==> src/hw/lane_hs_consts.svh <==
// Constants for the lane start handshake block.
// Assumes inclusion by bare name from hw/ design files.
`ifndef LANE_HS_CONSTS_SVH
`define LANE_HS_CONSTS_SVH
`define LHS_CLK_MHZ        20
`define LHS_INIT_TMO_US    20
`define LHS_INIT_TMO_CYC   ((`LHS_INIT_TMO_US) * (`LHS_CLK_MHZ))
`define LHS_PAIR_COUNT     2
`define LHS_ERR_MORE_THAN  8
`define LHS_ERR_AT         8
`define LHS_ACK_SENT_MIN   16
`define LHS_WORD_W         3
`define LHS_WORD_NONE      3'h0
`define LHS_WORD_IDLE      3'h1
`define LHS_WORD_START     3'h2
`define LHS_WORD_ACK       3'h3
`define LHS_WORD_RECEIVE_ERROR_WORD     3'h4
`define LHS_WORD_OTHER     3'h5
`endif

==> src/hw/lane_hs_pkg.sv <==
// Types for the lane start handshake block.
// Assumes lane_hs_consts.svh for the numeric values.
package lane_hs_pkg;
  typedef enum logic [2:0] {
    ST_START      = 3'h0,
    ST_START_INV  = 3'h1,
    ST_LOCAL_SENT = 3'h3,
    ST_MUTUAL     = 3'h2,
    ST_ONE_ACKED  = 3'h6,
    ST_ACTIVE     = 3'h7,
    ST_FLUSH      = 3'h5,
    ST_FULL_RST   = 3'h4
  } lane_state_e;
  typedef logic [2:0] word_t;
endpackage

==> src/hw/init_timer.sv <==
// Initialisation timeout timer, restarted by a one-cycle pulse.
// Assumes restart comes from logic on mclk.
`timescale 1ns/1ps
`default_nettype none
`include "lane_hs_consts.svh"
module init_timer #(
  parameter int unsigned TMO_CYC = `LHS_INIT_TMO_CYC
) (
  input  wire logic mclk,
  input  wire logic sys_rst,
  input  wire logic restart,
  input  wire logic run,
  output logic      expired
);
  typedef struct packed {
    logic [15:0] count;
    logic        done;
  } tmr_s;
  tmr_s state_reg;
  tmr_s state_next;
  always_comb begin
    state_next = state_reg;
    if (restart || !run) begin
      state_next.count = 16'h0;
      state_next.done  = 1'b0;
    end else if (state_reg.count == 16'(TMO_CYC - 1)) begin
      state_next.done = 1'b1;
    end else begin
      state_next.count = state_reg.count + 16'h1;
    end
  end
  always_ff @(posedge mclk or posedge sys_rst) begin
    if (sys_rst) begin
      state_reg <= '0;
    end else begin
      state_reg <= state_next;
    end
  end
  assign expired = state_reg.done;
endmodule
`default_nettype wire

==> src/hw/lane_init_start_handshake.sv <==
// Lane start handshake: local-start-sent and mutual-start states.
// Assumes decoded lane control words arrive one per cycle with a valid strobe
// from receive logic on mclk; restart and no-signal levels come from pins.
//
// Contract
// - Start to local-sent after two idle words
// - Inverted start to local-sent after two idles
// - Local-sent sends start-request words repeatedly
// - Keep decoding control words in handshake
// - Exits checked in fixed priority order
// - Full restart wins, goes to full-restart
// - Soft restart goes to line flush
// - No signal goes to line flush
// - Local-sent: more than eight errors flush
// - Local-sent: two start-requests go mutual
// - Local-sent: two acks go one-side-acked
// - Timeout expiry goes to line flush
// - Start to mutual after two start-requests
// - Inverted start to mutual after two requests
// - Mutual state sends acknowledge words repeatedly
// - Mutual: eight errors go to flush
// - Mutual: two acks, sixteen sent, active
// - Init timeout lasts 20 microseconds
`timescale 1ns/1ps
`default_nettype none
`include "lane_hs_consts.svh"
module lane_init_start_handshake #(
  parameter int unsigned INIT_TMO_CYC = `LHS_INIT_TMO_CYC
) (
  input  wire logic                    mclk,
  input  wire logic                    sys_rst,
  input  wire logic                    fullPowerOnRestart,
  input  wire logic                    softRestart,
  input  wire logic                    noSignal,
  input  wire logic                    startEnable,
  input  wire logic                    invertedPolarity,
  input  wire logic                    rxWordValid,
  input  wire lane_hs_pkg::word_t      rxWord,
  input  wire logic                    txWordTaken,
  output lane_hs_pkg::word_t           txWord,
  output logic                         txWordValid,
  output lane_hs_pkg::lane_state_e     laneState,
  output logic                         laneActive,
  output logic                         initTimeout
);
  typedef struct packed {
    lane_hs_pkg::lane_state_e st;
    lane_hs_pkg::word_t       lastWord;
    logic [1:0]               pairCnt;
    logic [3:0]               errCnt;
    logic [4:0]               ackSent;
  } hs_s;

  hs_s  state_reg;
  hs_s  state_next;
  logic fullRstSync;
  logic softRstSync;
  logic noSigSync;
  logic tmoExpired;
  logic pairSeen;
  logic errOverMore;
  logic errOverAt;
  logic ackDone;
  logic inHandshake;
  logic tmrStart;

  // Pin levels cross into mclk before any decision reads them
  sync_2ff uSyncFull (
    .mclk    (mclk),
    .sys_rst (sys_rst),
    .din     (fullPowerOnRestart),
    .dout    (fullRstSync)
  );
  sync_2ff uSyncSoft (
    .mclk    (mclk),
    .sys_rst (sys_rst),
    .din     (softRestart),
    .dout    (softRstSync)
  );
  sync_2ff uSyncNoSig (
    .mclk    (mclk),
    .sys_rst (sys_rst),
    .din     (noSignal),
    .dout    (noSigSync)
  );

  assign inHandshake = (state_reg.st == lane_hs_pkg::ST_LOCAL_SENT) ||
                       (state_reg.st == lane_hs_pkg::ST_MUTUAL) ||
                       (state_reg.st == lane_hs_pkg::ST_ONE_ACKED);

  init_timer #(
    .TMO_CYC (INIT_TMO_CYC)
  ) uTimer (
    .mclk    (mclk),
    .sys_rst (sys_rst),
    .restart (tmrStart),
    .run     (inHandshake),
    .expired (tmoExpired)
  );

  // Pair is complete when this valid word matches the previous one
  assign pairSeen = rxWordValid && (rxWord == state_reg.lastWord) &&
                    (state_reg.pairCnt == 2'(`LHS_PAIR_COUNT - 1));
  assign errOverMore = rxWordValid && (rxWord == `LHS_WORD_RECEIVE_ERROR_WORD) &&
                       (state_reg.errCnt == 4'(`LHS_ERR_MORE_THAN));
  assign errOverAt   = rxWordValid && (rxWord == `LHS_WORD_RECEIVE_ERROR_WORD) &&
                       (state_reg.errCnt == 4'(`LHS_ERR_AT - 1));
  assign ackDone = (state_reg.ackSent == 5'(`LHS_ACK_SENT_MIN));

  always_comb begin
    state_next = state_reg;
    // Word tracking runs in every state, so detection never stalls
    if (rxWordValid) begin
      if (rxWord == state_reg.lastWord) begin
        if (state_reg.pairCnt != 2'(`LHS_PAIR_COUNT)) begin
          state_next.pairCnt = state_reg.pairCnt + 2'h1;
        end
      end else begin
        state_next.lastWord = rxWord;
        state_next.pairCnt  = 2'h1;
      end
      if (rxWord == `LHS_WORD_RECEIVE_ERROR_WORD) begin
        if (state_reg.errCnt != 4'hf) begin
          state_next.errCnt = state_reg.errCnt + 4'h1;
        end
      end else begin
        state_next.errCnt = 4'h0;
      end
    end
    if (txWordValid && txWordTaken && state_reg.st == lane_hs_pkg::ST_MUTUAL && !ackDone) begin
      state_next.ackSent = state_reg.ackSent + 5'h1;
    end
    unique case (state_reg.st)
      lane_hs_pkg::ST_START, lane_hs_pkg::ST_START_INV: begin
        if (fullRstSync) begin
          state_next.st = lane_hs_pkg::ST_FULL_RST;
        end else if (startEnable) begin
          if (pairSeen && rxWord == `LHS_WORD_IDLE) begin
            state_next.st = lane_hs_pkg::ST_LOCAL_SENT;
          end else if (pairSeen && rxWord == `LHS_WORD_START) begin
            state_next.st = lane_hs_pkg::ST_MUTUAL;
          end else begin
            state_next.st = invertedPolarity ? lane_hs_pkg::ST_START_INV
                                             : lane_hs_pkg::ST_START;
          end
        end
      end
      lane_hs_pkg::ST_LOCAL_SENT: begin
        // First condition that holds wins
        if (fullRstSync) begin
          state_next.st = lane_hs_pkg::ST_FULL_RST;
        end else if (softRstSync) begin
          state_next.st = lane_hs_pkg::ST_FLUSH;
        end else if (noSigSync) begin
          state_next.st = lane_hs_pkg::ST_FLUSH;
        end else if (errOverMore) begin
          state_next.st = lane_hs_pkg::ST_FLUSH;
        end else if (pairSeen && rxWord == `LHS_WORD_START) begin
          state_next.st = lane_hs_pkg::ST_MUTUAL;
        end else if (pairSeen && rxWord == `LHS_WORD_ACK) begin
          state_next.st = lane_hs_pkg::ST_ONE_ACKED;
        end else if (tmoExpired) begin
          state_next.st = lane_hs_pkg::ST_FLUSH;
        end
      end
      lane_hs_pkg::ST_MUTUAL: begin
        if (fullRstSync) begin
          state_next.st = lane_hs_pkg::ST_FULL_RST;
        end else if (softRstSync || noSigSync) begin
          state_next.st = lane_hs_pkg::ST_FLUSH;
        end else if (errOverAt) begin
          state_next.st = lane_hs_pkg::ST_FLUSH;
        end else if (state_reg.lastWord == `LHS_WORD_ACK &&
                     state_reg.pairCnt == 2'(`LHS_PAIR_COUNT) && ackDone) begin
          state_next.st = lane_hs_pkg::ST_ACTIVE;
        end else if (tmoExpired) begin
          state_next.st = lane_hs_pkg::ST_FLUSH;
        end
      end
      lane_hs_pkg::ST_ONE_ACKED, lane_hs_pkg::ST_ACTIVE: begin
        // Downstream states belong to neighbouring logic; only restarts or no signal leave
        if (fullRstSync) begin
          state_next.st = lane_hs_pkg::ST_FULL_RST;
        end else if (softRstSync || noSigSync) begin
          state_next.st = lane_hs_pkg::ST_FLUSH;
        end
      end
      lane_hs_pkg::ST_FLUSH: begin
        if (fullRstSync) begin
          state_next.st = lane_hs_pkg::ST_FULL_RST;
        end else if (!softRstSync && !noSigSync) begin
          state_next.st = lane_hs_pkg::ST_START;
        end
      end
      lane_hs_pkg::ST_FULL_RST: begin
        if (!fullRstSync) begin
          state_next.st = lane_hs_pkg::ST_FLUSH;
        end
      end
    endcase
    if (state_next.st != state_reg.st) begin
      // Entry clears counts so a pair cannot straddle two states
      state_next.pairCnt    = 2'h0;
      state_next.lastWord   = `LHS_WORD_NONE;
      state_next.errCnt     = 4'h0;
      state_next.ackSent    = 5'h0;
    end
  end

  // Restart on the entry edge itself; a registered restart would let a
  // stale expiry of the previous state flush the new one
  assign tmrStart = (state_next.st != state_reg.st) &&
                    ((state_next.st == lane_hs_pkg::ST_LOCAL_SENT) ||
                     (state_next.st == lane_hs_pkg::ST_MUTUAL));

  always_ff @(posedge mclk or posedge sys_rst) begin
    if (sys_rst) begin
      state_reg    <= '0;
      state_reg.st <= lane_hs_pkg::ST_FULL_RST;
    end else begin
      state_reg <= state_next;
    end
  end

  always_comb begin
    unique case (state_reg.st)
      lane_hs_pkg::ST_LOCAL_SENT: txWord = `LHS_WORD_START;
      lane_hs_pkg::ST_MUTUAL:     txWord = `LHS_WORD_ACK;
      lane_hs_pkg::ST_ONE_ACKED:  txWord = `LHS_WORD_ACK;
      default:                    txWord = `LHS_WORD_IDLE;
    endcase
  end
  assign txWordValid = inHandshake;
  assign laneState   = state_reg.st;
  assign laneActive  = (state_reg.st == lane_hs_pkg::ST_ACTIVE);
  assign initTimeout = tmoExpired;

  AST_FULL_RST_WINS: assert property (@(posedge mclk) disable iff (sys_rst)
    (inHandshake && fullRstSync) |=> state_reg.st == lane_hs_pkg::ST_FULL_RST)
    else $error("full restart did not win");
  AST_SOFT_FLUSH: assert property (@(posedge mclk) disable iff (sys_rst)
    (inHandshake && state_reg.st != lane_hs_pkg::ST_ONE_ACKED && !fullRstSync && softRstSync)
    |=> state_reg.st == lane_hs_pkg::ST_FLUSH)
    else $error("soft restart did not flush");
  AST_NOSIG_FLUSH: assert property (@(posedge mclk) disable iff (sys_rst)
    ((state_reg.st == lane_hs_pkg::ST_LOCAL_SENT || state_reg.st == lane_hs_pkg::ST_MUTUAL) &&
     !fullRstSync && noSigSync)
    |=> state_reg.st == lane_hs_pkg::ST_FLUSH)
    else $error("no signal did not flush");
  AST_LOCAL_TX: assert property (@(posedge mclk) disable iff (sys_rst)
    state_reg.st == lane_hs_pkg::ST_LOCAL_SENT |-> txWord == `LHS_WORD_START && txWordValid)
    else $error("local state not sending start words");
  AST_MUTUAL_TX: assert property (@(posedge mclk) disable iff (sys_rst)
    state_reg.st == lane_hs_pkg::ST_MUTUAL |-> txWord == `LHS_WORD_ACK && txWordValid)
    else $error("mutual state not sending ack words");
  AST_ACTIVE_NEEDS_SENT: assert property (@(posedge mclk) disable iff (sys_rst)
    ($past(state_reg.st) == lane_hs_pkg::ST_MUTUAL && laneActive) |->
    $past(state_reg.ackSent) == 5'(`LHS_ACK_SENT_MIN))
    else $error("active reached before sixteen acks sent");
  AST_NO_EARLY_ACTIVE: assert property (@(posedge mclk) disable iff (sys_rst)
    (state_reg.st == lane_hs_pkg::ST_MUTUAL && !ackDone) |=> !laneActive)
    else $error("active reached with fewer than sixteen acks sent");
  AST_START_PAIR: assert property (@(posedge mclk) disable iff (sys_rst)
    ((state_reg.st == lane_hs_pkg::ST_START || state_reg.st == lane_hs_pkg::ST_START_INV) &&
     !fullRstSync && startEnable && pairSeen && rxWord == `LHS_WORD_IDLE)
    |=> state_reg.st == lane_hs_pkg::ST_LOCAL_SENT)
    else $error("two idle words did not reach local state");
  AST_LOCAL_ERR_FLUSH: assert property (@(posedge mclk) disable iff (sys_rst)
    (state_reg.st == lane_hs_pkg::ST_LOCAL_SENT && !fullRstSync && !softRstSync &&
     !noSigSync && errOverMore) |=> state_reg.st == lane_hs_pkg::ST_FLUSH)
    else $error("ninth error word did not flush local state");
  AST_LOCAL_ERR_HOLD: assert property (@(posedge mclk) disable iff (sys_rst)
    (state_reg.st == lane_hs_pkg::ST_LOCAL_SENT && !fullRstSync && !softRstSync &&
     !noSigSync && !tmoExpired && rxWordValid && rxWord == `LHS_WORD_RECEIVE_ERROR_WORD &&
     state_reg.errCnt < 4'(`LHS_ERR_MORE_THAN))
    |=> state_reg.st == lane_hs_pkg::ST_LOCAL_SENT)
    else $error("local state flushed at eight error words or fewer");
  AST_LOCAL_TO_ONE_ACK: assert property (@(posedge mclk) disable iff (sys_rst)
    (state_reg.st == lane_hs_pkg::ST_LOCAL_SENT && !fullRstSync && !softRstSync &&
     !noSigSync && pairSeen && rxWord == `LHS_WORD_ACK)
    |=> state_reg.st == lane_hs_pkg::ST_ONE_ACKED)
    else $error("two ack words did not reach one-side-acked state");
  AST_TMO_FLUSH: assert property (@(posedge mclk) disable iff (sys_rst)
    (state_reg.st == lane_hs_pkg::ST_LOCAL_SENT && !fullRstSync && !softRstSync &&
     !noSigSync && !rxWordValid && tmoExpired) |=> state_reg.st == lane_hs_pkg::ST_FLUSH)
    else $error("timeout did not flush local state");
  AST_LOCAL_TO_MUTUAL: assert property (@(posedge mclk) disable iff (sys_rst)
    (state_reg.st == lane_hs_pkg::ST_LOCAL_SENT && !fullRstSync && !softRstSync &&
     !noSigSync && pairSeen && rxWord == `LHS_WORD_START)
    |=> state_reg.st == lane_hs_pkg::ST_MUTUAL)
    else $error("two start words did not reach mutual state");
  AST_ERR_MUTUAL: assert property (@(posedge mclk) disable iff (sys_rst)
    (state_reg.st == lane_hs_pkg::ST_MUTUAL && !fullRstSync && errOverAt)
    |=> state_reg.st == lane_hs_pkg::ST_FLUSH)
    else $error("eight errors did not flush mutual state");
  AST_ACK_SAT: assert property (@(posedge mclk) disable iff (sys_rst)
    state_reg.ackSent <= 5'(`LHS_ACK_SENT_MIN))
    else $error("sent ack count passed sixteen");
  COV_ACTIVE: cover property (@(posedge mclk) disable iff (sys_rst)
    state_reg.st == lane_hs_pkg::ST_MUTUAL ##1 laneActive);
  COV_ONE_ACK: cover property (@(posedge mclk) disable iff (sys_rst)
    state_reg.st == lane_hs_pkg::ST_LOCAL_SENT ##1 state_reg.st == lane_hs_pkg::ST_ONE_ACKED);
  COV_TMO: cover property (@(posedge mclk) disable iff (sys_rst)
    inHandshake && tmoExpired);
  COV_LOCAL_ERR: cover property (@(posedge mclk) disable iff (sys_rst)
    state_reg.st == lane_hs_pkg::ST_LOCAL_SENT && errOverMore);
endmodule
`default_nettype wire

==> src/hw/sync_2ff.sv <==
// Two flip-flop level synchroniser for pin inputs.
// Assumes an asynchronous active-high reset on the destination clock.
`timescale 1ns/1ps
`default_nettype none
module sync_2ff (
  input  wire logic mclk,
  input  wire logic sys_rst,
  input  wire logic din,
  output logic      dout
);
  typedef struct packed {
    logic stage1;
    logic stage2;
  } sync_s;
  sync_s state_reg;
  sync_s state_next;
  always_comb begin
    state_next        = state_reg;
    state_next.stage1 = din;
    state_next.stage2 = state_reg.stage1;
  end
  always_ff @(posedge mclk or posedge sys_rst) begin
    if (sys_rst) begin
      state_reg <= '0;
    end else begin
      state_reg <= state_next;
    end
  end
  assign dout = state_reg.stage2;
endmodule
`default_nettype wire

==> config.mk <==
export PLATFORM = sky130hd
export DESIGN_NAME = lane_init_start_handshake
export DESIGN_NICKNAME = d
export VERILOG_FILES = /design/src/hw/lane_hs_pkg.sv /design/src/hw/init_timer.sv /design/src/hw/lane_init_start_handshake.sv /design/src/hw/sync_2ff.sv
export VERILOG_INCLUDE_DIRS = /design/src /design/src/hw
export SDC_FILE = /design/constraint.sdc
export NUM_CORES = 1
export LEC_CHECK = 0
export BUFFER_PORTS_ARGS = -buffer_cell sky130_fd_sc_hd__buf_2
export CAP_MARGIN = 0
export CELL_PAD_IN_SITES_DETAIL_PLACEMENT = 1
export CELL_PAD_IN_SITES_GLOBAL_PLACEMENT = 1
export CORE_ASPECT_RATIO = 1.5
export CORE_MARGIN = 8
export CORE_UTILIZATION = 46
export DETAILED_ROUTE_END_ITERATION = 8
export PLACE_DENSITY = 0.76
export SYNTH_ARGS = -nofsm -noshare
export SYNTH_HDL_FRONTEND = slang
export SYNTH_SLANG_ARGS = --single-unit
==> constraint.sdc <==
create_clock -name mclk -period 2.8 [get_ports mclk]
set_clock_uncertainty 0.05 [all_clocks]
set_input_delay 0.28 -clock mclk [delete_from_list [all_inputs] [get_ports mclk]]
set_output_delay 0.28 -clock mclk [all_outputs]
set_load 0.005 [all_outputs]
# --- Yosys cells after proc, flatten, opt, wreduce, memory -nomap -nowiden ---
# Cells that the tools add are included.
# W data, S select, Z words.
word_totals:
  ff_bits: 40
  in_bits: 12
  out_inout_bits: 9
  word_cells: 113
classes:
  n_addsub: 4
  eq_ne: 28
  mux: 34
  n_reduce_logical: 34
op_table:
  columns: ["cell", "n"]
  rows:
  - ["$mux W3", 19]
  - ["$eq A3 B2 Y1 const B", 7]
  - ["$pmux W3 S6", 1]
  - ["$mux W17", 1]
  - ["$add A16 B1 Y16 const B", 1]
  - ["$eq A16 B9 Y1 const B", 1]
  - ["$mux W16", 1]
  - ["$eq A3 B3 Y1 const B", 5]
  - ["$logic_and A1 B1 Y1", 15]
  - ["$mux W14", 1]
  - ["$mux W9", 1]
  - ["$mux W2", 4]
  - ["$mux W4", 2]
  - ["$eq A3 B1 Y1 const B", 2]
  - ["$ne A3 B1 Y1 const B", 2]
  - ["$reduce_and A2 Y1", 3]
  - ["$reduce_bool A2 Y1", 3]
  - ["$reduce_or A2 Y1", 3]
  - ["$add A5 B1 Y5 const B", 1]
  - ["$eq A5 B5 Y1 const B", 1]
  - ["$logic_or A1 B1 Y1", 5]
  - ["$mux W5", 1]
  - ["$add A4 B1 Y4 const B", 1]
  - ["$eq A4 B3 Y1 const B", 1]
  - ["other kinds (13)", 18]

# --- Depth between registers and ports, before layout ---
logic_depth:
  word_depth: 16
  depth_mapped: 10
  mapped_depth_nobuf: 8

# --- Cells and area by module ---
# From an unflattened synthesis, not the netlist that was laid out.
hier_totals:
  hier_cells: 250
  area_unflattened_um2: 2509.9
by_module_without_submodules:
  columns: ["mod", "instances", "cells_per_inst", "area_each_um2", "seq_area_each_um2"]
  rows:
  - ["lane_init_start_handshake", 1, 152, 1476.4, 426.7]
  - ["init_timer", 1, 89, 872.1, 425.4]
  - ["sync_2ff", 3, 3, 53.8, 50.0]

# --- Worst setup path before layout ---
# OpenSTA, ideal clock, no wires.
synth_timing:
  path_kind: "reg2reg"
  startpoint: "register state_reg[10] (netlist name)"
  endpoint: "register uTimer.state_reg[7] (netlist name)"
  setup_ps: 127
  t_arrival_ps: 2033
  required_time_ps: 2623
  setup_slack_ps: 590
  stages_incl_launch_ff: 11
  path_buffers: 2
  synth_period_minus_slack_ps: 2210
  cell_sequence: "dfrtp_1 inv_1 ha_1 nor4bb_1 buf_2 a31oi_1 or3_1 and4_2 a211oi_4 buf_6 a21oi_1"
synth_between:
  elab_chain_cells: 15
  word_cells_on_any_way: 31
  classes_between: "eq/ne (6); mux (16); reduce/logical (9)"
synth_rtl:
  columns: ["item", "line_no", "rtl"]
  rows:
  - ["start, declared", "lane_init_start_handshake.sv:54", "hs_s state_reg;"]
  - ["start signal, assigned", "lane_init_start_handshake.sv:221", "state_reg <= state_next;"]
  - ["$eq A2 B1 Y1", "lane_init_start_handshake.sv:103", "(state_reg.pairCnt == 2'(`LHS_PAIR_COUNT - 1));"]
  - ["$logic_and A1 B1 Y1", "lane_init_start_handshake.sv:102", "assign pairSeen = rxWordValid && (rxWord == state_reg.lastWord) &&"]
  - ["$logic_and A1 B1 Y1 (no source line)", null, null]
  - ["$mux W3", "lane_init_start_handshake.sv:160", "end else if (pairSeen && rxWord == `LHS_WORD_ACK) begin"]
  - ["$mux W3", "lane_init_start_handshake.sv:158", "end else if (pairSeen && rxWord == `LHS_WORD_START) begin"]
  - ["$mux W3", "lane_init_start_handshake.sv:156", "end else if (errOverMore) begin"]
  - ["$mux W3", "lane_init_start_handshake.sv:154", "end else if (noSigSync) begin"]
  - ["$mux W3", "lane_init_start_handshake.sv:152", "end else if (softRstSync) begin"]
  - ["$mux W3", "lane_init_start_handshake.sv:150", "if (fullRstSync) begin"]
  - ["$pmux W3 S6 *", "lane_init_start_handshake.sv:133", "unique case (state_reg.st)"]
  - ["$eq A3 B2 Y1, on equally long branches", "lane_init_start_handshake.sv:213, lane_init_start_handshake.sv:214", null]
  - ["$logic_or A1 B1 Y1", "lane_init_start_handshake.sv:213", "((state_next.st == lane_hs_pkg::ST_LOCAL_SENT) ||"]
  - ["$logic_and A1 B1 Y1 *", "lane_init_start_handshake.sv:212", "assign tmrStart = (state_next.st != state_reg.st) &&"]
  - ["$logic_or A1 B1 Y1 *", "init_timer.sv:23", "if (restart || !run) begin"]
  - ["$ne A2 B1 Y1 (no source line) / $mux W17 (equally long branches)", null, null]
  - ["end signal, assigned", "init_timer.sv:36", "state_reg <= state_next;"]
  - ["end, declared", "init_timer.sv:19", "tmr_s state_reg;"]
# Every way passes the cells marked *; elsewhere a longest branch is shown, timed or not.
# A chain may end at the register's enable or synchronous reset.

# --- Worst setup path in the final report ---
layout_timing:
  startpoint: "register state_reg[10] (netlist name)"
  endpoint: "register state_reg[7] (netlist name)"
layout_between:
  elab_chain_cells: 13
  word_cells_on_any_way: 28
  classes_between: "eq/ne (4); mux (16); reduce/logical (8)"
layout_rtl:
  columns: ["item", "line_no", "rtl"]
  rows:
  - ["$eq A2 B1 Y1", "lane_init_start_handshake.sv:103", null]
  - ["$logic_and A1 B1 Y1", "lane_init_start_handshake.sv:102", null]
  - ["$logic_and A1 B1 Y1 (no source line)", null, null]
  - ["$mux W3", "lane_init_start_handshake.sv:160", null]
  - ["$mux W3", "lane_init_start_handshake.sv:158", null]
  - ["$mux W3", "lane_init_start_handshake.sv:156", null]
  - ["$mux W3", "lane_init_start_handshake.sv:154", null]
  - ["$mux W3", "lane_init_start_handshake.sv:152", null]
  - ["$mux W3", "lane_init_start_handshake.sv:150", null]
  - ["$pmux W3 S6 *", "lane_init_start_handshake.sv:133", null]
  - ["$ne A3 B3 Y1 *", "lane_init_start_handshake.sv:201", "if (state_next.st != state_reg.st) begin"]
  - ["$ne A3 B1 Y1 (no source line) / $reduce_bool A2 Y1 (equally long branches)", null, null]
  - ["$reduce_and A2 Y1 (no source line)", null, null]
# Marks and branches as above.

==> results.sh <==
export IMPL_outcome="finished, final reports clean"
export IMPL_netlist_instances=271
export IMPL_ys_ff_latch=40
export IMPL_worst_setup_path_start_kind="flop"
export IMPL_clk_latency_ns=0.29
export IMPL_drt_total_wl_um=5970
export IMPL_worst_path_max_fanout=31
export IMPL_initial_core_utilization=0.476
export IMPL_power_density_mw_per_mm2=446
export IMPL_detail_route_vias_per_cell=5.79
export IMPL_design_final_nets=308
export IMPL_category_of_the_worst_setup_path_capture_point="flop"
export IMPL_synth_avg_cell_area_sq_um=9.07
export IMPL_timing_critical_path_required_ns=2.94
export IMPL_netlist_top_cells_area="sky130_fd_sc_hd__dfrtp_1, sky130_fd_sc_hd__nand2_1, sky130_fd_sc_hd__xnor2_1, sky130_fd_sc_hd__a21oi_1, sky130_fd_sc_hd__ha_1"
export IMPL_synth_top_area_cell="sky130_fd_sc_hd__dfrtp_1"
export IMPL_regArea_sq_mm=0.00100
export IMPL_cell_variety_after_synth=54
export IMPL_die_x_um=75.7
export IMPL_grt_remaining_overflow=0
export IMPL_mappedNetlistArea_sq_mm=0.00246
export IMPL_antenna_found_initial=0
export IMPL_insertedDiodeCount=0
export IMPL_max_slew_margin_rel=0.624
export IMPL_fp_coreArea_sq_mm=0.00516
export IMPL_synth_async_sr_flop_share=1.00
export IMPL_portBuffers=19
export IMPL_rsz0062_at_grt="false"
export IMPL_flip_flop_count_of_the_largest_register_after_layout=16
export IMPL_static_leakage_power_uw=0.00118
export IMPL_max_clock_freq_mhz=417
export IMPL_post_synthesis_sequential_area_ratio=0.408
export IMPL_hpwlAfterDp_um=4390
export IMPL_layout_filler_cells=610
export IMPL_finalHoldViolCount=0
export IMPL_design_die_area_sq_mm=0.00798
export IMPL_cts_max_path_buffers=2
export IMPL_yosys_most_used_dff="sky130_fd_sc_hd__dfrtp_1"
export IMPL_clkSinkCount=40
export IMPL_grt_max_degree=41
export IMPL_synthesis_yosys_warnings=0
export IMPL_cts_resized=0
export IMPL_chipHeight_um=106
export IMPL_critPathKind="reg -> reg"
export IMPL_report_final_slew_viol_count=0
export IMPL_clock_tree_root_cell="sky130_fd_sc_hd__clkbuf_8"
export IMPL_hold_slack_ns=0.0396
export IMPL_global_route_usage_total=0.163
export IMPL_place_gp_congestion=0.821
export IMPL_drt_antenna_violating_nets=0
export IMPL_drt_drc_violations_left=0
export IMPL_grt_pass1_wl_um=10200
export IMPL_worst_pin_slew_ns=0.556
export IMPL_wl_per_cell_um=16.7
export IMPL_post_cts_setup_inserts=0
export IMPL_first_iter_violations=86
export IMPL_largest_voltage_drop_on_the_vdd_net_uv=242
export IMPL_maxCapViolations=0
export IMPL_synth_fp_nets=290
export IMPL_synth_top_cells_by_count="sky130_fd_sc_hd__dfrtp_1, sky130_fd_sc_hd__nand2_1, sky130_fd_sc_hd__a21oi_1"
export IMPL_number_of_global_route_vias_before_repair=2178
export IMPL_multi_input_area_sq_mm=0.00132
export IMPL_worst_hold_path_type="in -> reg"
export IMPL_cts_tree="done"
export IMPL_io_pins=21
export IMPL_drtPass1Iterations=4
export IMPL_synthDominantCellAreaShare=0.397
export IMPL_path_clk_slew_ns=0.08
export IMPL_finalCritPeriodShare=0.857
export IMPL_area_growth_synth_to_final_pct=10.4
export IMPL_cts_hold_buffers=0
export IMPL_tns_ns=0
export IMPL_critPathArrivalTime_ns=2.54
export IMPL_via_count_of_the_routed_design=2072
export IMPL_numCtsBuffers=5
export IMPL_placementRows=32
export IMPL_cts_htree_levels=2
export IMPL_layout_min_cycle_time_ns=2.40
export IMPL_final_layout_size_suffix_gt1_frac=0.159
export IMPL_finalSetupViolations=0
export IMPL_synthMostInstantiatedCell="sky130_fd_sc_hd__dfrtp_1"
export IMPL_synth_edff_count=0
cells in the final DEF, fill, tap and decap left out, types with 2 or more instances in the layout:
| cell type | Yosys | layout |
|---|---|---|
| sky130_fd_sc_hd__dfrtp_1 | 39 | 39 |
| sky130_fd_sc_hd__nand2_1 | 36 | 36 |
| sky130_fd_sc_hd__a21oi_1 | 25 | 25 |
| sky130_fd_sc_hd__nor2_1 | 20 | 20 |
| sky130_fd_sc_hd__buf_2 | 5 | 19 |
| sky130_fd_sc_hd__xnor2_1 | 15 | 15 |
| sky130_fd_sc_hd__inv_1 | 12 | 12 |
| sky130_fd_sc_hd__nand4_1 | 10 | 10 |
| sky130_fd_sc_hd__o21ai_0 | 8 | 8 |
| sky130_fd_sc_hd__nand3_1 | 7 | 7 |
| sky130_fd_sc_hd__ha_1 | 7 | 7 |
| sky130_fd_sc_hd__buf_4 | 4 | 7 |
| sky130_fd_sc_hd__clkbuf_8 | 0 | 6 |
| sky130_fd_sc_hd__nor4bb_1 | 5 | 5 |
| sky130_fd_sc_hd__mux2i_1 | 5 | 5 |
| sky130_fd_sc_hd__xor2_1 | 5 | 5 |
| sky130_fd_sc_hd__and2_1 | 4 | 4 |
| sky130_fd_sc_hd__nand4bb_1 | 3 | 3 |
| sky130_fd_sc_hd__nor3_1 | 3 | 3 |
| sky130_fd_sc_hd__a31oi_1 | 3 | 3 |
| sky130_fd_sc_hd__nor4_1 | 3 | 3 |
| sky130_fd_sc_hd__and4_1 | 3 | 3 |
| sky130_fd_sc_hd__a22oi_1 | 3 | 3 |
| sky130_fd_sc_hd__and4b_1 | 2 | 2 |
| sky130_fd_sc_hd__or3_1 | 2 | 2 |
| sky130_fd_sc_hd__nand4b_1 | 2 | 2 |
| sky130_fd_sc_hd__or2_2 | 2 | 2 |
| sky130_fd_sc_hd__nor2b_1 | 2 | 2 |
| sky130_fd_sc_hd__o211ai_1 | 2 | 2 |
| sky130_fd_sc_hd__and4_2 | 2 | 2 |
| sky130_fd_sc_hd__a211oi_1 | 2 | 2 |
| sky130_fd_sc_hd__and3_1 | 2 | 2 |
| sky130_fd_sc_hd__clkinv_2 | 0 | 2 |
cell families after synthesis:
family	Yosys count	share of synthesized area
AOI/OAI and AO/OA	56	0.149
xor gates and xnor gates	20	0.0713
adders and majority gates	7	0.0356
buffers and inverters	28	0.0545
DFF	40	0.408
muxes	6	0.0249
other	1	0.00153
and+or+nand+nor	113	0.256
final timing paths:
kind	start	to	slack, ns	cells after the start
worst max register to register	state_reg[10]	state_reg[7]	0.40	9
worst min register to register	uSyncFull.state_next[0]	uSyncFull.dout	0.30	0
min in group asynchronous	sys_rst	uSyncNoSig.state_next[0]	0.05	3
worst max-delay path	state_reg[10]	state_reg[7]	0.40	9
worst min-delay path	softRestart	uSyncSoft.state_next[0]	0.04	1
max in group asynchronous	sys_rst	laneState[2]	2.27	3
stage by stage:
stage / area [sq um] / instances / worst slack [ns] / utilization / total power (uW)
2_1_floorplan: 2460 / 271 / 0.590 / - / 758
3_3_place_gp: 2620 / 350 / 0.500 / 0.508 / 820
3_5_place_dp: 2620 / 350 / 0.418 / 0.508 / 825
4_1_cts: 2710 / 358 / 0.361 / 0.525 / 1230
5_1_grt: 2710 / 358 / 0.145 / 0.525 / 1270
6_report: 2710 / 358 / 0.400 / 0.525 / 1210
per-layer routing:
metal / routed length (um) / GRT usage / vias up
met2: 3260 / 0.293 / 29
li1: - / - / 1000
met4: 146 / 0.0704 / 0
met1: 2410 / 0.179 / 1032
met5: 0 / 0 / -
met3: 154 / 0.0228 / 11
report_power, final:
part	internal [uW]	switching (uW)
combinational	73.4	112
sequential	597	29.2
clock	197	202
total	867	343
cell type report:
type,instances,share of cell area
Timing Repair Buffer,27,0.0618
Tap cell,68,0.0314
Multi-Input combinational cell,203,0.487
Inverter,12,0.0166
Clock buffer,6,0.0304
Clock inverter,2,0.00369
Sequential cell,40,0.369
critical path, stage by stage (launching register included):
cell and delay (ns):
sky130_fd_sc_hd__dfrtp_1 0.41, sky130_fd_sc_hd__inv_1 0.07, sky130_fd_sc_hd__ha_1 0.13, sky130_fd_sc_hd__nor4bb_1 0.34
sky130_fd_sc_hd__a31oi_1 0.14, sky130_fd_sc_hd__or3_1 0.35, sky130_fd_sc_hd__a41oi_1 0.20, sky130_fd_sc_hd__nand4_1 0.18
sky130_fd_sc_hd__buf_12 0.21, sky130_fd_sc_hd__a211oi_1 0.21
No activity file was read; power rests on OpenSTA's default activity.
